**src/design/accel_power_regs.svh**
```systemverilog
/*
 Register offsets, field positions, reset values and timing counts of the
 accelerometer power mode controller.
 Assumes a 10 MHz system clock and an upstream serial port decoder.
*/
`ifndef ACCEL_POWER_REGS_SVH
`define ACCEL_POWER_REGS_SVH

`define INACT_THR_ADDR 8'h25
`define INACT_TIME_ADDR 8'h26
`define RATE_CFG_ADDR 8'h2C
`define PWR_CTL_ADDR 8'h2D
`define STATUS_ADDR 8'h3F

`define RATE_CODE_LSB 0
`define RATE_CODE_MSB 3
`define RATE_LOW_POWER_BIT 4
`define PWR_MEASURE_BIT 3
`define PWR_AUTO_SLEEP_BIT 4
`define PWR_LINK_BIT 5
`define STAT_MEASURING_BIT 0
`define STAT_ASLEEP_BIT 1

`define INACT_THR_RST 8'h00
`define INACT_TIME_RST 8'h00
`define RATE_CFG_RST 8'h0A
`define PWR_CTL_RST 8'h00

`define RATE_CODE_MAX 4'hF
`define RATE_CODE_MIN 4'h6
`define SLEEP_RATE_CODE 4'h6
`define INACT_THR_SHIFT 4

`define CLK_PERIOD_NS 100
`define ODR_MAX_HZ 3200
`define ODR_BASE_CYCLES (1000000000 / (`CLK_PERIOD_NS * `ODR_MAX_HZ))
`define INACT_UNIT_S 1
`define INACT_UNIT_CYCLES (`INACT_UNIT_S * 1000000000 / `CLK_PERIOD_NS)

`endif

```
**src/design/accel_power_pkg.sv**
```systemverilog
/*
 Types shared by the power mode controller modules.
 Assumes nothing beyond a SystemVerilog compiler.
*/
`default_nettype none
package accel_power_pkg;
   typedef enum logic [1:0] {
      ST_STANDBY = 2'b00,
      ST_MEASURE = 2'b01,
      ST_SLEEP = 2'b11
   } pm_state_t;
   typedef logic [7:0] reg_byte_t;
   typedef logic signed [15:0] axis_t;
endpackage
`default_nettype wire

```
**src/design/rate_tick_if.sv**
```systemverilog
/*
 Link between the controller and its output data rate divider.
 Assumes both ends share sys_clk.
*/
`timescale 1ns/100ps
`default_nettype none
interface rate_tick_if;
   logic [3:0] rate_code;
   logic run;
   logic odr_tick;
   modport gen (input rate_code, input run, output odr_tick);
   modport user (output rate_code, output run, input odr_tick);
endinterface
`default_nettype wire

```
**src/design/rate_tick_gen.sv**
```systemverilog
/*
 Output data rate divider: one-cycle tick per output sample period.
 Assumes rate_code already clamped to the legal range.
*/
`timescale 1ns/100ps
`default_nettype none
`include "accel_power_regs.svh"
module rate_tick_gen #(
   parameter int BASE_CYCLES = `ODR_BASE_CYCLES
) (
   input wire logic sys_clk,
   input wire logic rst_n,
   rate_tick_if.gen tick_io
);
   import accel_power_pkg::*;

   logic [20:0] cnt_ff;
   logic tick_ff;

   function automatic logic [20:0] period_of(input logic [3:0] code);
      logic [3:0] sh;
      sh = `RATE_CODE_MAX - code;
      return 21'(BASE_CYCLES << sh);
   endfunction

   ////////////////////////////////////////////////////////////////////////
   // Halving per code step
   always_ff @(posedge sys_clk) begin
      if (!rst_n || !tick_io.run) begin
         cnt_ff <= 21'h000000;
         tick_ff <= 1'b0;
      end else if (cnt_ff >= period_of(tick_io.rate_code) - 21'h000001) begin
         cnt_ff <= 21'h000000;
         tick_ff <= 1'b1;
      end else begin
         cnt_ff <= cnt_ff + 21'h000001;
         tick_ff <= 1'b0;
      end
   end

   assign tick_io.odr_tick = tick_ff;
endmodule
`default_nettype wire

```
**src/design/accel_power_mode_control.sv**
```systemverilog
/*
 Power mode controller: standby, measurement and auto sleep, rate and
 reduced power selection, inactivity timing, register file.
 Assumes a decoded byte register port from the serial interface and one
 sample_valid pulse with three axis readings per conversion.
*/
`timescale 1ns/100ps
`default_nettype none
`include "accel_power_regs.svh"
module accel_power_mode_control #(
   parameter int SEC_CYCLES = `INACT_UNIT_CYCLES
) (
   input wire logic sys_clk,
   input wire logic rst_n,
   input wire logic io_supply_ok,
   input wire logic reg_wr_en,
   input wire logic reg_rd_en,
   input wire accel_power_pkg::reg_byte_t reg_addr,
   input wire accel_power_pkg::reg_byte_t reg_wdata,
   output accel_power_pkg::reg_byte_t reg_rdata_ff,
   output logic reg_rvalid_ff,
   input wire logic sample_valid,
   input wire accel_power_pkg::axis_t accel_x,
   input wire accel_power_pkg::axis_t accel_y,
   input wire accel_power_pkg::axis_t accel_z,
   output logic sensing_on_ff,
   output logic asleep_ff,
   output logic reduced_power_ff,
   output logic sample_req_ff,
   output logic buffer_wr_ff
);
   import accel_power_pkg::*;

   reg_byte_t thr_ff;
   reg_byte_t time_ff;
   reg_byte_t rate_ff;
   reg_byte_t pwr_ff;
   reg_byte_t nxt_rdata;
   pm_state_t state_ff;
   pm_state_t nxt_state;
   logic [23:0] sec_cnt_ff;
   logic [7:0] quiet_secs_ff;
   logic lp_phase_ff;
   logic acc_wr;
   logic acc_rd;
   logic measure_bit;
   logic armed;
   logic active_sample;
   logic timeout;
   logic [3:0] code_sel;

   rate_tick_if tick_io ();

   function automatic logic exceeds(input axis_t a, input reg_byte_t thr);
      logic [15:0] mag;
      mag = a[15] ? 16'(-a) : 16'(a);
      return mag > (16'(thr) << `INACT_THR_SHIFT);
   endfunction

   ////////////////////////////////////////////////////////////////////////
   // Register port
   assign acc_wr = reg_wr_en && io_supply_ok;
   assign acc_rd = reg_rd_en && io_supply_ok;

   always_ff @(posedge sys_clk) begin
      if (!rst_n) begin
         thr_ff <= `INACT_THR_RST;
         time_ff <= `INACT_TIME_RST;
         rate_ff <= `RATE_CFG_RST;
         pwr_ff <= `PWR_CTL_RST;
      end else if (acc_wr) begin
         unique case (reg_addr)
            `INACT_THR_ADDR: thr_ff <= reg_wdata;
            `INACT_TIME_ADDR: time_ff <= reg_wdata;
            `RATE_CFG_ADDR: rate_ff <= reg_wdata;
            `PWR_CTL_ADDR: pwr_ff <= reg_wdata;
            default: ;
         endcase
      end
   end

   always_comb begin
      nxt_rdata = 8'h00;
      unique case (reg_addr)
         `INACT_THR_ADDR: nxt_rdata = thr_ff;
         `INACT_TIME_ADDR: nxt_rdata = time_ff;
         `RATE_CFG_ADDR: nxt_rdata = rate_ff;
         `PWR_CTL_ADDR: nxt_rdata = pwr_ff;
         `STATUS_ADDR: begin
            nxt_rdata[`STAT_MEASURING_BIT] = sensing_on_ff;
            nxt_rdata[`STAT_ASLEEP_BIT] = asleep_ff;
         end
         default: nxt_rdata = 8'h00;
      endcase
   end

   always_ff @(posedge sys_clk) begin
      if (!rst_n) begin
         reg_rdata_ff <= 8'h00;
         reg_rvalid_ff <= 1'b0;
      end else begin
         reg_rvalid_ff <= acc_rd;
         if (acc_rd) begin
            reg_rdata_ff <= nxt_rdata;
         end
      end
   end

   ////////////////////////////////////////////////////////////////////////
   // Inactivity detection
   // Measure bit position
   assign measure_bit = pwr_ff[`PWR_MEASURE_BIT];
   assign armed = (state_ff == ST_MEASURE) && pwr_ff[`PWR_AUTO_SLEEP_BIT] && pwr_ff[`PWR_LINK_BIT];
   assign active_sample = sample_valid &&
      (exceeds(accel_x, thr_ff) || exceeds(accel_y, thr_ff) || exceeds(accel_z, thr_ff));
   assign timeout = armed && !active_sample && (quiet_secs_ff >= time_ff);

   always_ff @(posedge sys_clk) begin
      if (!rst_n || !armed || active_sample) begin
         sec_cnt_ff <= 24'h000000;
         quiet_secs_ff <= 8'h00;
      end else if (sec_cnt_ff == 24'(SEC_CYCLES - 1)) begin
         sec_cnt_ff <= 24'h000000;
         if (quiet_secs_ff != 8'hFF) begin
            quiet_secs_ff <= quiet_secs_ff + 8'h01;
         end
      end else begin
         sec_cnt_ff <= sec_cnt_ff + 24'h000001;
      end
   end

   ////////////////////////////////////////////////////////////////////////
   // Mode state machine
   always_comb begin
      nxt_state = state_ff;
      unique case (state_ff)
         ST_STANDBY: if (measure_bit) nxt_state = ST_MEASURE;
         ST_MEASURE: begin
            if (!measure_bit) nxt_state = ST_STANDBY;
            else if (timeout) nxt_state = ST_SLEEP;
         end
         ST_SLEEP: begin
            if (!measure_bit) nxt_state = ST_STANDBY;
            else if (!pwr_ff[`PWR_AUTO_SLEEP_BIT] || (active_sample && pwr_ff[`PWR_LINK_BIT])) begin
               nxt_state = ST_MEASURE;
            end
         end
         default: nxt_state = ST_STANDBY;
      endcase
   end

   always_ff @(posedge sys_clk) begin
      if (!rst_n) begin
         state_ff <= ST_STANDBY;
         sensing_on_ff <= 1'b0;
         asleep_ff <= 1'b0;
      end else begin
         state_ff <= nxt_state;
         sensing_on_ff <= (nxt_state != ST_STANDBY);
         asleep_ff <= (nxt_state == ST_SLEEP);
      end
   end

   ////////////////////////////////////////////////////////////////////////
   // Sampling rate
   // Clamp code to table range
   always_comb begin
      code_sel = rate_ff[`RATE_CODE_MSB:`RATE_CODE_LSB];
      if (state_ff == ST_SLEEP) code_sel = `SLEEP_RATE_CODE;
      else if (code_sel < `RATE_CODE_MIN) code_sel = `RATE_CODE_MIN;
   end

   assign tick_io.rate_code = code_sel;
   assign tick_io.run = (state_ff != ST_STANDBY);

   rate_tick_gen u_rate_tick_gen (
      .sys_clk(sys_clk),
      .rst_n(rst_n),
      .tick_io(tick_io)
   );

   always_ff @(posedge sys_clk) begin
      if (!rst_n || state_ff == ST_STANDBY) begin
         lp_phase_ff <= 1'b0;
         sample_req_ff <= 1'b0;
      end else begin
         if (tick_io.odr_tick) lp_phase_ff <= !lp_phase_ff;
         sample_req_ff <= tick_io.odr_tick && (!rate_ff[`RATE_LOW_POWER_BIT] || lp_phase_ff);
      end
   end

   always_ff @(posedge sys_clk) begin
      if (!rst_n) begin
         reduced_power_ff <= 1'b0;
         buffer_wr_ff <= 1'b0;
      end else begin
         reduced_power_ff <= rate_ff[`RATE_LOW_POWER_BIT];
         buffer_wr_ff <= sample_valid && (state_ff != ST_STANDBY);
      end
   end
endmodule
`default_nettype wire

```
**config.mk**
```make
export PLATFORM = sky130hd
export DESIGN_NAME = accel_power_mode_control
export DESIGN_NICKNAME = d
export VERILOG_FILES = /design/src/design/accel_power_pkg.sv /design/src/design/rate_tick_if.sv /design/src/design/rate_tick_gen.sv /design/src/design/accel_power_mode_control.sv
export VERILOG_INCLUDE_DIRS = /design/src /design/src/design
export SDC_FILE = /design/constraint.sdc
export NUM_CORES = 1
export LEC_CHECK = 0
export BUFFER_PORTS_ARGS = -buffer_cell sky130_fd_sc_hd__buf_2
export CAP_MARGIN = 25
export CORE_MARGIN = 8
export CORE_UTILIZATION = 55
export CTS_BUF_LIST = sky130_fd_sc_hd__clkbuf_4 sky130_fd_sc_hd__clkbuf_8
export DETAILED_ROUTE_END_ITERATION = 7
export GPL_ROUTABILITY_DRIVEN = 0
export PLACE_DENSITY_LB_ADDON = 0.12
export RECOVER_POWER = 50
export SYNTH_ARGS = -nofsm -noshare
export SYNTH_HDL_FRONTEND = slang
export SYNTH_SLANG_ARGS = --single-unit
```
**constraint.sdc**
```tcl
create_clock -name sys_clk -period 4.2 [get_ports sys_clk]
set_clock_uncertainty 0.1 [all_clocks]
set_input_delay 0.21 -clock sys_clk [delete_from_list [all_inputs] [get_ports sys_clk]]
set_output_delay 0.21 -clock sys_clk [all_outputs]
set_load 0.1 [all_outputs]
```
==> Flow_metrics.wiki, run 1 <==
{| class="wikitable"
! Metric !! Value
|-
| WS Path Type || input pin to flip-flop
|-
| Number of primary I/O pins || 84
|-
| EDFF count, synth || 0
|-
| Mean area per synthesized cell || about 8.7 um2
|-
| Later-pin clock latency in the skew report || 0.39 ns
|-
| TNS Setup || 0 ns
|-
| Total DRC errors in the routed layout || 0
|-
| Number of gates resized after cts || 0
|-
| Count of input and output buffers || 83
|-
| Initial antenna violation count || 0
|-
| Number of distinct standard cells referenced by the synthesized netlist || between 60 and 70
|-
| Mapped Nets || about 930
|-
| Yosys synthesis warning count || 0
|-
| Slew at the pin closest to its max-slew limit || 1.51 ns
|-
| Number of diodes added for antenna fixing || 0
|-
| Post-CTS clock slew at the launch and capture registers of the worst setup and hold paths || 0.09 ns
|-
| Pin count of the biggest net entering global routing || 46
|-
| Status || finished with violations
|-
| CTS HTree Levels || 3
|-
| Clock tree from TritonCTS || done
|-
| Sequential area share after synthesis || 0.299
|-
| Ranking of synthesized cells by instance count || dfxtp_1 (103), ha_1 (65), nand2_1 (55)
|-
| Top cells by area in the synthesized netlist || dfxtp_1 (30%), ha_1 (12%), xnor2_1 (6.7%), mux2i_1 (4.9%), nor2b_1 (3.7%)
|-
| Data required, critical path || about 4.4 ns
|-
| Via total after detailed routing || 6038
|-
| Total of flip-flops plus latches after synthesis || 103
|-
| RSZ-0062 raised after global routing || false
|-
| # clock sinks || roughly 100
|-
| Max IR drop VDD || between 0.00015 and 0.0002 V
|-
| Post-route ant nets || 0
|-
| Gr ovfl total || 0
|-
| Library cell with the highest instance count after synthesis || dfxtp_1
|-
| Instance count of the mapped netlist || approximately 790
|-
| Synthesis-to-finish area growth || 11.6%
|-
| Fraction of registers with async set/reset || 0
|-
| Post-layout nets || between 1000 and 1500
|-
| Maximum achievable frequency || between 0.2 and 0.3 GHz
|-
| Clk buf depth || 2
|-
| Violated checks || max-capacitance violations, max-slew violations
|-
| Worst min-delay path class || input pin to flip-flop
|-
| DRT Wirelength || 16.9 mm
|-
| Row Count || 41
|-
| Dpl hpwl || 12.9 mm
|-
| Area fraction of the dominant cell type after synthesis || 0.299
|-
| Avg WL per Cell || 16.1 um
|-
| Maximum fanout count along the critical path || 34
|-
| Max-Slew Margin vs Limit || -0.00538
|-
| Startpoint class of the critical path || input pin
|-
| Die Area || 0.0164 mm2
|-
| Core Util, Final || 0.620
|-
| Post-synth top area cell || dfxtp_1
|-
| Vias in the first global route || between 5000 and 6000
|-
| Final total power || around 1800 uW
|-
| Final cycle utilization of the critical path || 0.887
|-
| Violation count after the first detailed-routing iteration || around 380
|-
| Final setup violation count || 0
|-
| Library cell used as clock root buffer || clkbuf_8
|-
| Number of buffers created by CTS || 9
|-
| Die width || roughly 130 um
|-
| First-pass iteration count of the detailed router || 5
|-
| Worst-case hold slack || 0.0100 ns
|-
| Die span in y || 128 um
|-
| R2r startpoint || state_ff[0]$_SDFF_PN0_
|-
| Area of the core || approximately 0.012 mm2
|-
| Leakage power || 0.00303 uW
|-
| First-pass GRT wire length || ~28 mm
|-
| Top_reg_cell synth || dfxtp_1
|-
| Shortest clock period the worst path allows after layout || between 3 and 4 ns
|-
| Final Max Tran Viols || 46
|-
| Worst setup startpoint || accel_z[3]
|-
| Max cap viols || 1
|-
| Initial Util || 0.556
|-
| Pwr per Cell Area || 236 mW/mm2
|-
| Final hold violations || 0
|-
| Share of layout cells above drive strength 1 || 0.139
|-
| Cell Area, Synth || 0.00690 mm2
|-
| Number of vias per cell after detailed routing || ~5.7
|-
| Arrival @ worst endpoint || about 3.9 ns
|-
| Global-route usage over all layers || 0.206
|-
| Critical Path Sink Type || flip-flop
|-
| Beginning of the worst hold path || sample_valid
|}
## where the power goes
part | internal [uW] | total (uW) | switching [uW] | leakage, uW
Combinational | 88.6 | 201 | 112 | 0.00211
Sequential | 978 | 979 | 0.764 | 0.000830
Clock | 247 | 638 | 392 | 0.0000977
Total | 1310 | 1820 | 505 | 0.00303
## through the flow
| step | area (um2) | instances | setup WS [ns] |
|---|---|---|---|
| final | 7700 | 1051 | 0.474 |
| after global routing | 7700 | 1051 | 0.123 |
| after CTS | 7750 | 1051 | 0.465 |
| after detailed placement | 7530 | 1032 | 0.0682 |
| after global placement | 7500 | 1031 | 0.348 |
| after floorplan | 6900 | 792 | 0.448 |
## placed cells by master, fill, tap and decap left out, types with 12 or more instances in the layout
master / synthesis / final
nand2_1: 55 / 55
a21oi_1: 32 / 32
nor3_1: 48 / 49
mux2i_1: 34 / 34
and3_1: 12 / 12
inv_1: 29 / 29
nand3_1: 26 / 27
a21o_1: 12 / 12
buf_2: 0 / 67
o21ai_0: 27 / 27
ha_1: 65 / 65
clkbuf_1: 21 / 18
xnor2_1: 53 / 53
nand4_1: 22 / 22
dfxtp_1: 103 / 103
nor4_2: 15 / 14
nor2b_1: 41 / 41
nor2_1: 45 / 45
xor2_1: 22 / 22
## state kept, by name (all words and copies together) (netlist names), 2 cells and up
register and cells:
rate_ff 8, quiet_secs_ff 8, sec_cnt_ff 24, pwr_ff 8, thr_ff 8, reg_rdata_ff 8, u_rate_tick_gen.cnt_ff 21, time_ff 8
state_ff 2
## final cells by class
class                      count  area [um2]
fill                        1121        4710
multi-input combinational    632        4590
sequential                   103        2060
timing repair buffer          99         536
tap                          172         215
clock buffer                  10         138
inverter                      29         109
clock inverter                 6        56.3
## critical path, stage by stage
cell     delay [ns]
buf_2          0.10
or4_4          0.57
or3_1          0.43
or3_1          0.38
o31ai_1        0.31
xnor2_1        0.18
ha_1           0.28
o21a_1         0.11
a21oi_1        0.18
nand3_1        0.10
a22oi_1        0.29
a41oi_4        0.14
buf_4          0.28
nor4_1         0.34
## layer usage
metal	up-vias	track usage	wire length, um
met2	122	0.354	8170
met5	-	0	0
met4	0	0.0594	225
met3	19	0.0416	792
met1	2855	0.253	7700
li1	3042	-	-
## repair_timing
action | 4_1_cts | 5_1_grt
hold buffers | 3 | 0
endpoints found under the hold margin | 3 | 0
setup endpoints to repair | 0 | 0
buffers inserted | 0 | 0
## kinds of logic (layout without fill, tap and decap cells)
group / after synthesis / in the layout / share of synthesized area
compound gates: 126 / 126 / 0.125
xor+xnor: 75 / 75 / 0.0952
buf+inv: 57 / 144 / 0.0337
fa+ha+maj: 65 / 65 / 0.118
mux: 36 / 36 / 0.0526
flops: 103 / 103 / 0.299
simple gates: 330 / 330 / 0.276
## final timing paths
check                                         end  slack (ns)  depth (start not counted)
min reg2reg              sample_req_ff$_SDFF_PP0_        0.40                          2
min                       buffer_wr_ff$_SDFF_PN0_        0.01                          3
max reg2reg  u_rate_tick_gen.cnt_ff[4]$_SDFF_PP0_        0.48                         17
max                     sec_cnt_ff[13]$_SDFF_PP0_        0.47                         14
Power figures use the tool's default switching activity.
==> run 2, diff against run 1 <==
PLACE_DENSITY = 0.76   (was unset)
PLACE_DENSITY_LB_ADDON = unset   (was 0.12)
==> run 2 against run 1 <==
Effect of this change:
- the run still ends with max-capacitance violations, max-slew violations left
- register-to-register slack better by 0.12 ns
- global-route usage is 0.91 points lower
- final cell count stayed put
- die area stayed put
- utilization hardly changed
- combinational power is 2% lower
- worst hold slack better by 0.011 ns
- critical endpoint is now u_rate_tick_gen.cnt_ff[13]$_SDFF_PP0_
- largest power group unchanged
==> Flow_metrics.wiki, run 2 (synthesized netlist as in run 1, its figures left out) <==
{| class="wikitable"
! Metric !! Value
|-
| Status || finished with violations
|-
| Violated checks || max-capacitance violations, max-slew violations
|-
| Number of vias per cell after detailed routing || 5.61 (-2.4%)
|-
| Final hold violations || 0 (unchanged)
|-
| R2r startpoint || rate_ff[0]$_SDFFE_PN0P_
|-
| Data required, critical path || 4.39 ns (+0.02 ns)
|-
| Final cycle utilization of the critical path || 0.858 (-0.0296)
|-
| Gate power share || 0.108 (-0.003)
|-
| Slew at the pin closest to its max-slew limit || 1.50 ns (-0.00503 ns)
|-
| Worst reg-to-reg setup slack || 0.60 ns (+0.12 ns)
|-
| Initial Util || 0.556 (unchanged)
|-
| Die span in y || 128 um (unchanged)
|-
| Clk buf depth || 2 (unchanged)
|-
| Final setup violation count || 0 (unchanged)
|-
| Final Max Tran Viols || 45 (-2.2%)
|-
| Largest registers in the final layout || sec_cnt_ff x24, u_rate_tick_gen.cnt_ff x21
|-
| Die Area || 0.0164 mm2 (unchanged)
|-
| Gr ovfl total || 0 (unchanged)
|-
| Flip-flop count of the largest register, all copies and words added || 24 (unchanged)
|-
| DRT Wirelength || 15.7 mm (-7.3%)
|-
| TNS Setup || 0 ns (unchanged)
|-
| Clock tree from TritonCTS || done
|-
| Maximum achievable frequency || 0.278 GHz (+3.4%)
|-
| Place WS || 0.236 ns (+0.168 ns)
|-
| Leakage power || 0.00302 uW (-0.28%)
|-
| Critical Path Sink Type || flip-flop
|-
| Post-placement cell count || 1032 (unchanged)
|-
| Later-pin clock latency in the skew report || 0.38 ns (about the same)
|-
| CTS HTree Levels || 3 (unchanged)
|-
| Area of the core || 0.0124 mm2 (unchanged)
|-
| Setup WS post-layout || 0.598 ns (+0.124 ns)
|-
| Global-route usage over all layers || 0.197 (-0.00913)
|-
| Share of total power in the clock network || 0.352 (about the same)
|-
| Most used cells in the layout excluding fill and tap cells || dfxtp_1 (103), buf_2 (67), ha_1 (65)
|-
| Die width || 128 um (unchanged)
|-
| R2r worst-path depth || 17 (unchanged)
|-
| Pwr per Cell Area || 235 mW/mm2 (-0.26%)
|-
| Number of diodes added for antenna fixing || 0 (unchanged)
|-
| Library cell used as clock root buffer || clkbuf_8
|-
| Max IR drop VDD || 0.000230 V (+20%)
|-
| First-pass iteration count of the detailed router || 6 (+1)
|-
| Cell-internal power || 1360 uW (+3.7%)
|-
| Count of input and output buffers || 83 (unchanged)
|-
| Arrival @ worst endpoint || 3.79 ns (-0.11 ns)
|-
| Switching pwr || 450 uW (-11%)
|-
| Row Count || 41 (unchanged)
|-
| Number of instances on the worst hold path || 3 (unchanged)
|-
| Number of standard cells in the layout, taps in and fillers out || 1051 (unchanged)
|-
| Number of buffers created by CTS || 9 (unchanged)
|-
| Worst hold path endpoint || rate_ff[3]$_SDFFE_PN1P_
|-
| Total DRC errors in the routed layout || 0 (unchanged)
|-
| Maximum fanout count along the critical path || 21 (-38%)
|-
| Pin count of the biggest net entering global routing || 46 (unchanged)
|-
| Violation count after the first detailed-routing iteration || 488 (+29%)
|-
| Net Sw Frac || 0.248 (-0.0294)
|-
| Setup repair bufs after CTS || 0 (unchanged)
|-
| Post-route ant nets || 0 (unchanged)
|-
| Most frequent standard cell in the layout excluding fill and tap cells || dfxtp_1
|-
| Initial antenna violation count || 0 (unchanged)
|-
| Startpoint class of the critical path || flip-flop
|-
| Seq pwr share || 0.540 (+0.002)
|-
| Dpl hpwl || 11.7 mm (-8.9%)
|-
| Post-layout nets || 1009 (unchanged)
|-
| Beginning of the worst hold path || reg_wdata[3]
|-
| WS Path Type || flip-flop to flip-flop
|-
| Post-CTS clock slew at the launch and capture registers of the worst setup and hold paths || 0.09 ns (about the same)
|-
| # clock sinks || 103 (unchanged)
|-
| Share of layout cells above drive strength 1 || 0.141 (+0.00228)
|-
| Avg WL per Cell || 14.9 um (-7.3%)
|-
| Vias in the first global route || 5657 (-3.5%)
|-
| Max cap viols || 1 (unchanged)
|-
| Via total after detailed routing || 5892 (-2.4%)
|-
| RSZ-0062 raised after global routing || false
|-
| First-pass GRT wire length || 26.7 mm (-3.8%)
|-
| Synthesis-to-finish area growth || 11.5% (about the same)
|-
| Worst min-delay path class || input pin to flip-flop
|-
| Number of primary I/O pins || 84 (unchanged)
|-
| Shortest clock period the worst path allows after layout || 3.60 ns (-0.124 ns)
|-
| End of the worst register-to-register path || u_rate_tick_gen.cnt_ff[13]$_SDFF_PP0_
|-
| Final total power || 1810 uW (-0.33%)
|-
| Max-Slew Margin vs Limit || -0.00203 (+0.00336)
|-
| Register with the most flip-flops || sec_cnt_ff
|}
[run 2: cell types whose count changed in the layout (fill, tap and decap cells not counted), sizes merged]
cell and change:
clkinv +1, bufinv +1, clkinvlp +2, buf +1, inv -5
[run 2: repair_timing]
action	4_1_cts	5_1_grt
hold buffers	3	0
endpoints found under the hold margin	3	0
gates resized for setup	0	0
[run 2: worst max-delay path by stage]
stage | start | end | slack, ns | depth (start not counted)
4_1_cts | rate_ff[0]$_SDFFE_PN0P_ | u_rate_tick_gen.cnt_ff[13]$_SDFF_PP0_ | 0.58 | 17
3_3_place_gp | accel_z[3] | sec_cnt_ff[10]$_SDFF_PP0_ | 0.36 | 14
2_1_floorplan | rate_ff[2]$_SDFFE_PN0P_ | u_rate_tick_gen.cnt_ff[10]$_SDFF_PP0_ | 0.45 | 18
5_1_grt | rate_ff[0]$_SDFFE_PN0P_ | u_rate_tick_gen.cnt_ff[18]$_SDFF_PP0_ | 0.28 | 17
3_5_place_dp | accel_z[3] | sec_cnt_ff[10]$_SDFF_PP0_ | 0.24 | 14
6_report | rate_ff[0]$_SDFFE_PN0P_ | u_rate_tick_gen.cnt_ff[13]$_SDFF_PP0_ | 0.60 | 17
[run 2: worst max-delay path: stages (launching register included)]
cell	delay [ns]
dfxtp_1	0.49
nand2_1	0.08
nor2_1	0.23
inv_1	0.09
ha_1	0.27
nand2_1	0.08
ha_1	0.16
nand2_1	0.09
xnor2_1	0.13
o21ai_0	0.21
ha_1	0.28
a21o_1	0.16
a21o_1	0.18
a21o_1	0.19
a211oi_1	0.27
a21oi_1	0.11
buf_4	0.22
nor3_1	0.20
[run 2: power by group through the flow]
stage	Combinational (uW)	Clock, uW	Sequential [uW]
after floorplan	114	0	1010
after global placement	191	0	1000
after detailed placement	193	0	1000
after CTS	196	652	978
after global routing	219	697	979
final	196	638	978
[run 2: through the flow]
stage	util	instance area, um2	hold slack [ns]
floorplan	-	6900	0.235
global placement	0.605	7510	0.364
detailed placement	0.605	7510	0.367
CTS	0.624	7740	0.00389
global route	0.620	7700	0.0180
finish	0.620	7700	0.0211
[run 2: area by class of cell]
cell class / instances / area (um2)
Fill cell: 1131 / 4720
Multi-Input combinational cell: 632 / 4590
Sequential cell: 103 / 2060
Timing Repair Buffer: 99 / 519
Tap cell: 172 / 215
Clock buffer: 11 / 145
Inverter: 29 / 109
Clock inverter: 5 / 57.6
[run 2: metal layers]
metal | routed length [um] | vias to the layer above | GRT usage
li1 | - | 3046 | -
met1 | 7480 | 2718 | 0.254
met2 | 7110 | 119 | 0.315
met3 | 897 | 9 | 0.0507
met4 | 173 | 0 | 0.0573
met5 | 0 | - | 0
==> run 3, diff against run 2 <==
SKIP_CTS_REPAIR_TIMING = 1   (was unset)
SYNTH_HIERARCHICAL = 1   (was unset)
==> run 3 against run 2 <==
Effect of this change:
- critical path type unchanged
- synthesized cell count increased by 5.6%
- fmax down 11%
- register-to-register slack got worse by 0.43 ns
- count of clock-buffer cells in the layout is 1 lower
- worst hold slack worse by 0.028 ns
- power is 0.59% higher
- critical path depth down 1
- the run ends with negative hold slack, max-capacitance violations, max-slew violations left
- routed wire length grew 5.7%
- sequential power about the same
- synthesized area is 3.1% higher
==> Flow_metrics.wiki, run 3 <==
{| class="wikitable"
! Metric !! Value
|-
| Status || finished with violations
|-
| Violated checks || negative hold slack, max-capacitance violations, max-slew violations
|-
| Fraction of registers with async set/reset || 0 (unchanged)
|-
| Shortest clock period the worst path allows after layout || 4.03 ns (+0.427 ns)
|-
| Library cell with the highest instance count after synthesis || dfxtp_1
|-
| Number of diodes added for antenna fixing || 0 (unchanged)
|-
| Area of the core || 0.0126 mm2 (+1.7%)
|-
| Post-synth top area cell || dfxtp_1
|-
| Final Max Tran Viols || 48 (+6.7%)
|-
| Top_reg_cell synth || dfxtp_1
|-
| Place WS || 0.0917 ns (-0.144 ns)
|-
| Total of flip-flops plus latches after synthesis || 103 (unchanged)
|-
| EDFF count, synth || 0 (unchanged)
|-
| Number of primary I/O pins || 84 (unchanged)
|-
| Worst-path cell chain || nand2_1 -> and2_1 -> nand2b_1 -> inv_2 -> ha_4 -> mux2_4 -> o32a_1 -> or3_4 -> o32a_1 -> ha_1 -> nand4_1 -> nor4_1 -> o21ai_1 -> o21ai_2 -> clkdlybuf4s15_2 -> nor3_1
|-
| Sequential cell area in the final layout || 0.00206 mm2 (+0.12%)
|-
| Maximum achievable frequency || 0.248 GHz (-11%)
|-
| Share of total power in the clock network || 0.349 (-0.003)
|-
| Most used cells in the layout excluding fill and tap cells || dfxtp_1 (101), buf_2 (67), ha_1 (66)
|-
| Dpl hpwl || 12.6 mm (+7.8%)
|-
| Share of layout cells above drive strength 1 || 0.135 (-0.00593)
|-
| Die width || 130 um (+1.4%)
|-
| Area occupied by multi-input gates || 0.00480 mm2 (+4.7%)
|-
| Slowest stage cell, crit path || or3_4
|-
| Total DRC errors in the routed layout || 0 (unchanged)
|-
| Worst min-delay path class || input pin to flip-flop
|-
| Startpoint class of the critical path || flip-flop
|-
| TNS Setup || 0 ns (unchanged)
|-
| Die span in y || 130 um (+1.4%)
|-
| Post-CTS clock slew at the launch and capture registers of the worst setup and hold paths || 0.09 ns (about the same)
|-
| Setup WS post-layout || 0.171 ns (-0.427 ns)
|-
| Row Count || 41 (unchanged)
|-
| # clock sinks || 103 (unchanged)
|-
| Clock tree from TritonCTS || done
|-
| Data required, critical path || 4.36 ns (-0.03 ns)
|-
| Number of buffers created by CTS || 9 (unchanged)
|-
| First-pass iteration count of the detailed router || 4 (-2)
|-
| Vias in the first global route || 5799 (+2.5%)
|-
| Global-route usage over all layers || 0.199 (+0.00267)
|-
| Initial Util || 0.564 (+0.00811)
|-
| Max IR drop VDD || 0.000230 V (about the same)
|-
| Net Sw Frac || 0.254 (+0.00561)
|-
| WS Path Type || flip-flop to flip-flop
|-
| Die Area || 0.0168 mm2 (+2.7%)
|-
| Sequential area share after synthesis || 0.290 (-0.00909)
|-
| Count of input and output buffers || 83 (unchanged)
|-
| Number of vias per cell after detailed routing || 5.67 (+1.1%)
|-
| Final setup violation count || 0 (unchanged)
|-
| Maximum fanout count along the critical path || 6 (-71%)
|-
| Mean area per synthesized cell || 8.51 um2 (-2.3%)
|-
| Critical Path Sink Type || flip-flop
|-
| Avg WL per Cell || 15.1 um (+1.3%)
|-
| Violation count after the first detailed-routing iteration || 513 (+5.1%)
|-
| Post-layout nets || 1057 (+4.8%)
|-
| Number of standard cells in the layout, taps in and fillers out || 1097 (+4.4%)
|-
| Cell-internal power || 1360 uW (-0.16%)
|-
| Library cell used as clock root buffer || clkbuf_8
|-
| Clk buf depth || 2 (unchanged)
|-
| Slew at the pin closest to its max-slew limit || 1.58 ns (+0.0809 ns)
|-
| Instance count of the mapped netlist || 836 (+5.6%)
|-
| Gate power share || 0.114 (+0.006)
|-
| First-pass GRT wire length || 27.6 mm (+3.4%)
|-
| DRT Wirelength || 16.6 mm (+5.7%)
|-
| Max cap viols || 1 (unchanged)
|-
| Top cells by area in the synthesized netlist || dfxtp_1 (29%), ha_1 (12%), xnor2_1 (5.9%), mux2i_1 (5.1%), nor3_1 (4.2%)
|-
| Number of fill cells || 1142 (+0.97%)
|-
| Flip-flop count of the largest register, all copies and words added || 24 (unchanged)
|-
| Max incr delay on CP || 0.39 ns (-0.10 ns)
|-
| Later-pin clock latency in the skew report || 0.38 ns (about the same)
|-
| Bufs and invs on worst path || 2 (unchanged)
|-
| Cell repeated most along the worst path || o32a_1
|-
| Post-route ant nets || 0 (unchanged)
|-
| Top delay family on crit path || simple AND/OR/NAND/NOR gates
|-
| Final hold violations || 2 (+2)
|-
| Max-Slew Margin vs Limit || -0.0560 (-0.0540)
|-
| Mapped Nets || 973 (+5.0%)
|-
| Final total power || 1820 uW (+0.59%)
|-
| Seq pwr share || 0.537 (-0.003)
|-
| CTS HTree Levels || 3 (unchanged)
|-
| Switching pwr || 463 uW (+2.9%)
|-
| Number of distinct standard cells referenced by the synthesized netlist || 70 (+15%)
|-
| Pin count of the biggest net entering global routing || 48 (+4.3%)
|-
| Cell Area, Synth || 0.00712 mm2 (+3.1%)
|-
| Post-placement cell count || 1079 (+4.6%)
|-
| RSZ-0062 raised after global routing || false
|-
| Yosys synthesis warning count || 6 (+6)
|-
| Final cycle utilization of the critical path || 0.959 (+0.102)
|-
| Arrival @ worst endpoint || 4.19 ns (+0.40 ns)
|-
| Via total after detailed routing || 6220 (+5.6%)
|-
| Pwr per Cell Area || 229 mW/mm2 (-2.9%)
|-
| Most frequent standard cell in the layout excluding fill and tap cells || dfxtp_1
|-
| Ranking of synthesized cells by instance count || dfxtp_1 (103), ha_1 (67), nand2_1 (62)
|-
| Largest registers in the final layout || sec_cnt_ff x24, u_rate_tick_gen/cnt_ff x21
|-
| Initial antenna violation count || 0 (unchanged)
|-
| Register with the most flip-flops || sec_cnt_ff
|-
| Leakage power || 0.00309 uW (+2.1%)
|-
| Synthesis-to-finish area growth || 12.1%
|-
| Area fraction of the dominant cell type after synthesis || 0.290 (-0.00909)
|-
| Worst-case hold slack || -0.00696 ns (-0.0280 ns)
|-
| Gr ovfl total || 0 (unchanged)
|}
## run 3: power groups by stage
| stage | Clock, uW | Sequential (uW) | Combinational (uW) |
|---|---|---|---|
| finish | 637 | 978 | 208 |
| global route | 706 | 979 | 234 |
| CTS | 661 | 978 | 207 |
| detailed placement | 0 | 1000 | 206 |
| global placement | 0 | 1000 | 203 |
| floorplan | 0 | 1010 | 119 |
## run 3: worst min-delay path, stage by stage
cell	delay [ns]
buf_2	0.07
inv_1	0.06
nor2_1	0.09
## run 3: area by class of cell
cell class | count | share of cell area
Timing Repair Buffer | 102 | 0.0682
Clock inverter | 6 | 0.00847
Clock buffer | 10 | 0.0173
Tap cell | 172 | 0.0270
Sequential cell | 103 | 0.259
Inverter | 38 | 0.0179
Multi-Input combinational cell | 666 | 0.602
## run 3: cells by family (layout without fill, tap and decap cells)
family | count (synthesis) | after routing | synth area share
AND/OR/NAND/NOR | 333 | 333 | 0.252
AO/OA/AOI/OAI | 147 | 147 | 0.145
flip-flops | 103 | 103 | 0.290
XOR/XNOR | 79 | 79 | 0.0972
adder cells (fa/ha/maj) | 67 | 67 | 0.118
buffers and inverters | 67 | 156 | 0.0371
multiplexers | 40 | 40 | 0.0606
## run 3: worst paths after layout
path                                                             startpoint                               endpoint  slack [ns]  cells past startpoint
worst min register to register  u_rate_tick_gen/tick_io.odr_tick$_SDFF_PP0_               sample_req_ff$_SDFF_PP0_        0.37                      2
worst max register to register                       state_ff[0]$_SDFF_PN0_  u_rate_tick_gen/cnt_ff[17]$_SDFF_PP0_        0.17                     16
worst max-delay path                                 state_ff[0]$_SDFF_PN0_  u_rate_tick_gen/cnt_ff[17]$_SDFF_PP0_        0.17                     16
worst min-delay path                                           sample_valid                buffer_wr_ff$_SDFF_PN0_      -0.007                      3
## run 3: layer usage
| layer | track usage | wire length, um | vias up |
|---|---|---|---|
| li1 | - | - | 3212 |
| met1 | 0.256 | 7920 | 2879 |
| met2 | 0.334 | 7700 | 111 |
| met3 | 0.0371 | 719 | 18 |
| met4 | 0.0581 | 214 | 0 |
| met5 | 0 | 0 | - |
## run 3: metrics by stage
stage          cell area [um2]  utilization
2_1_floorplan             7120            -
3_3_place_gp              7750        0.615
3_5_place_dp              7750        0.615
4_1_cts                   7960        0.631
5_1_grt                   7980        0.632
6_report                  7980        0.632
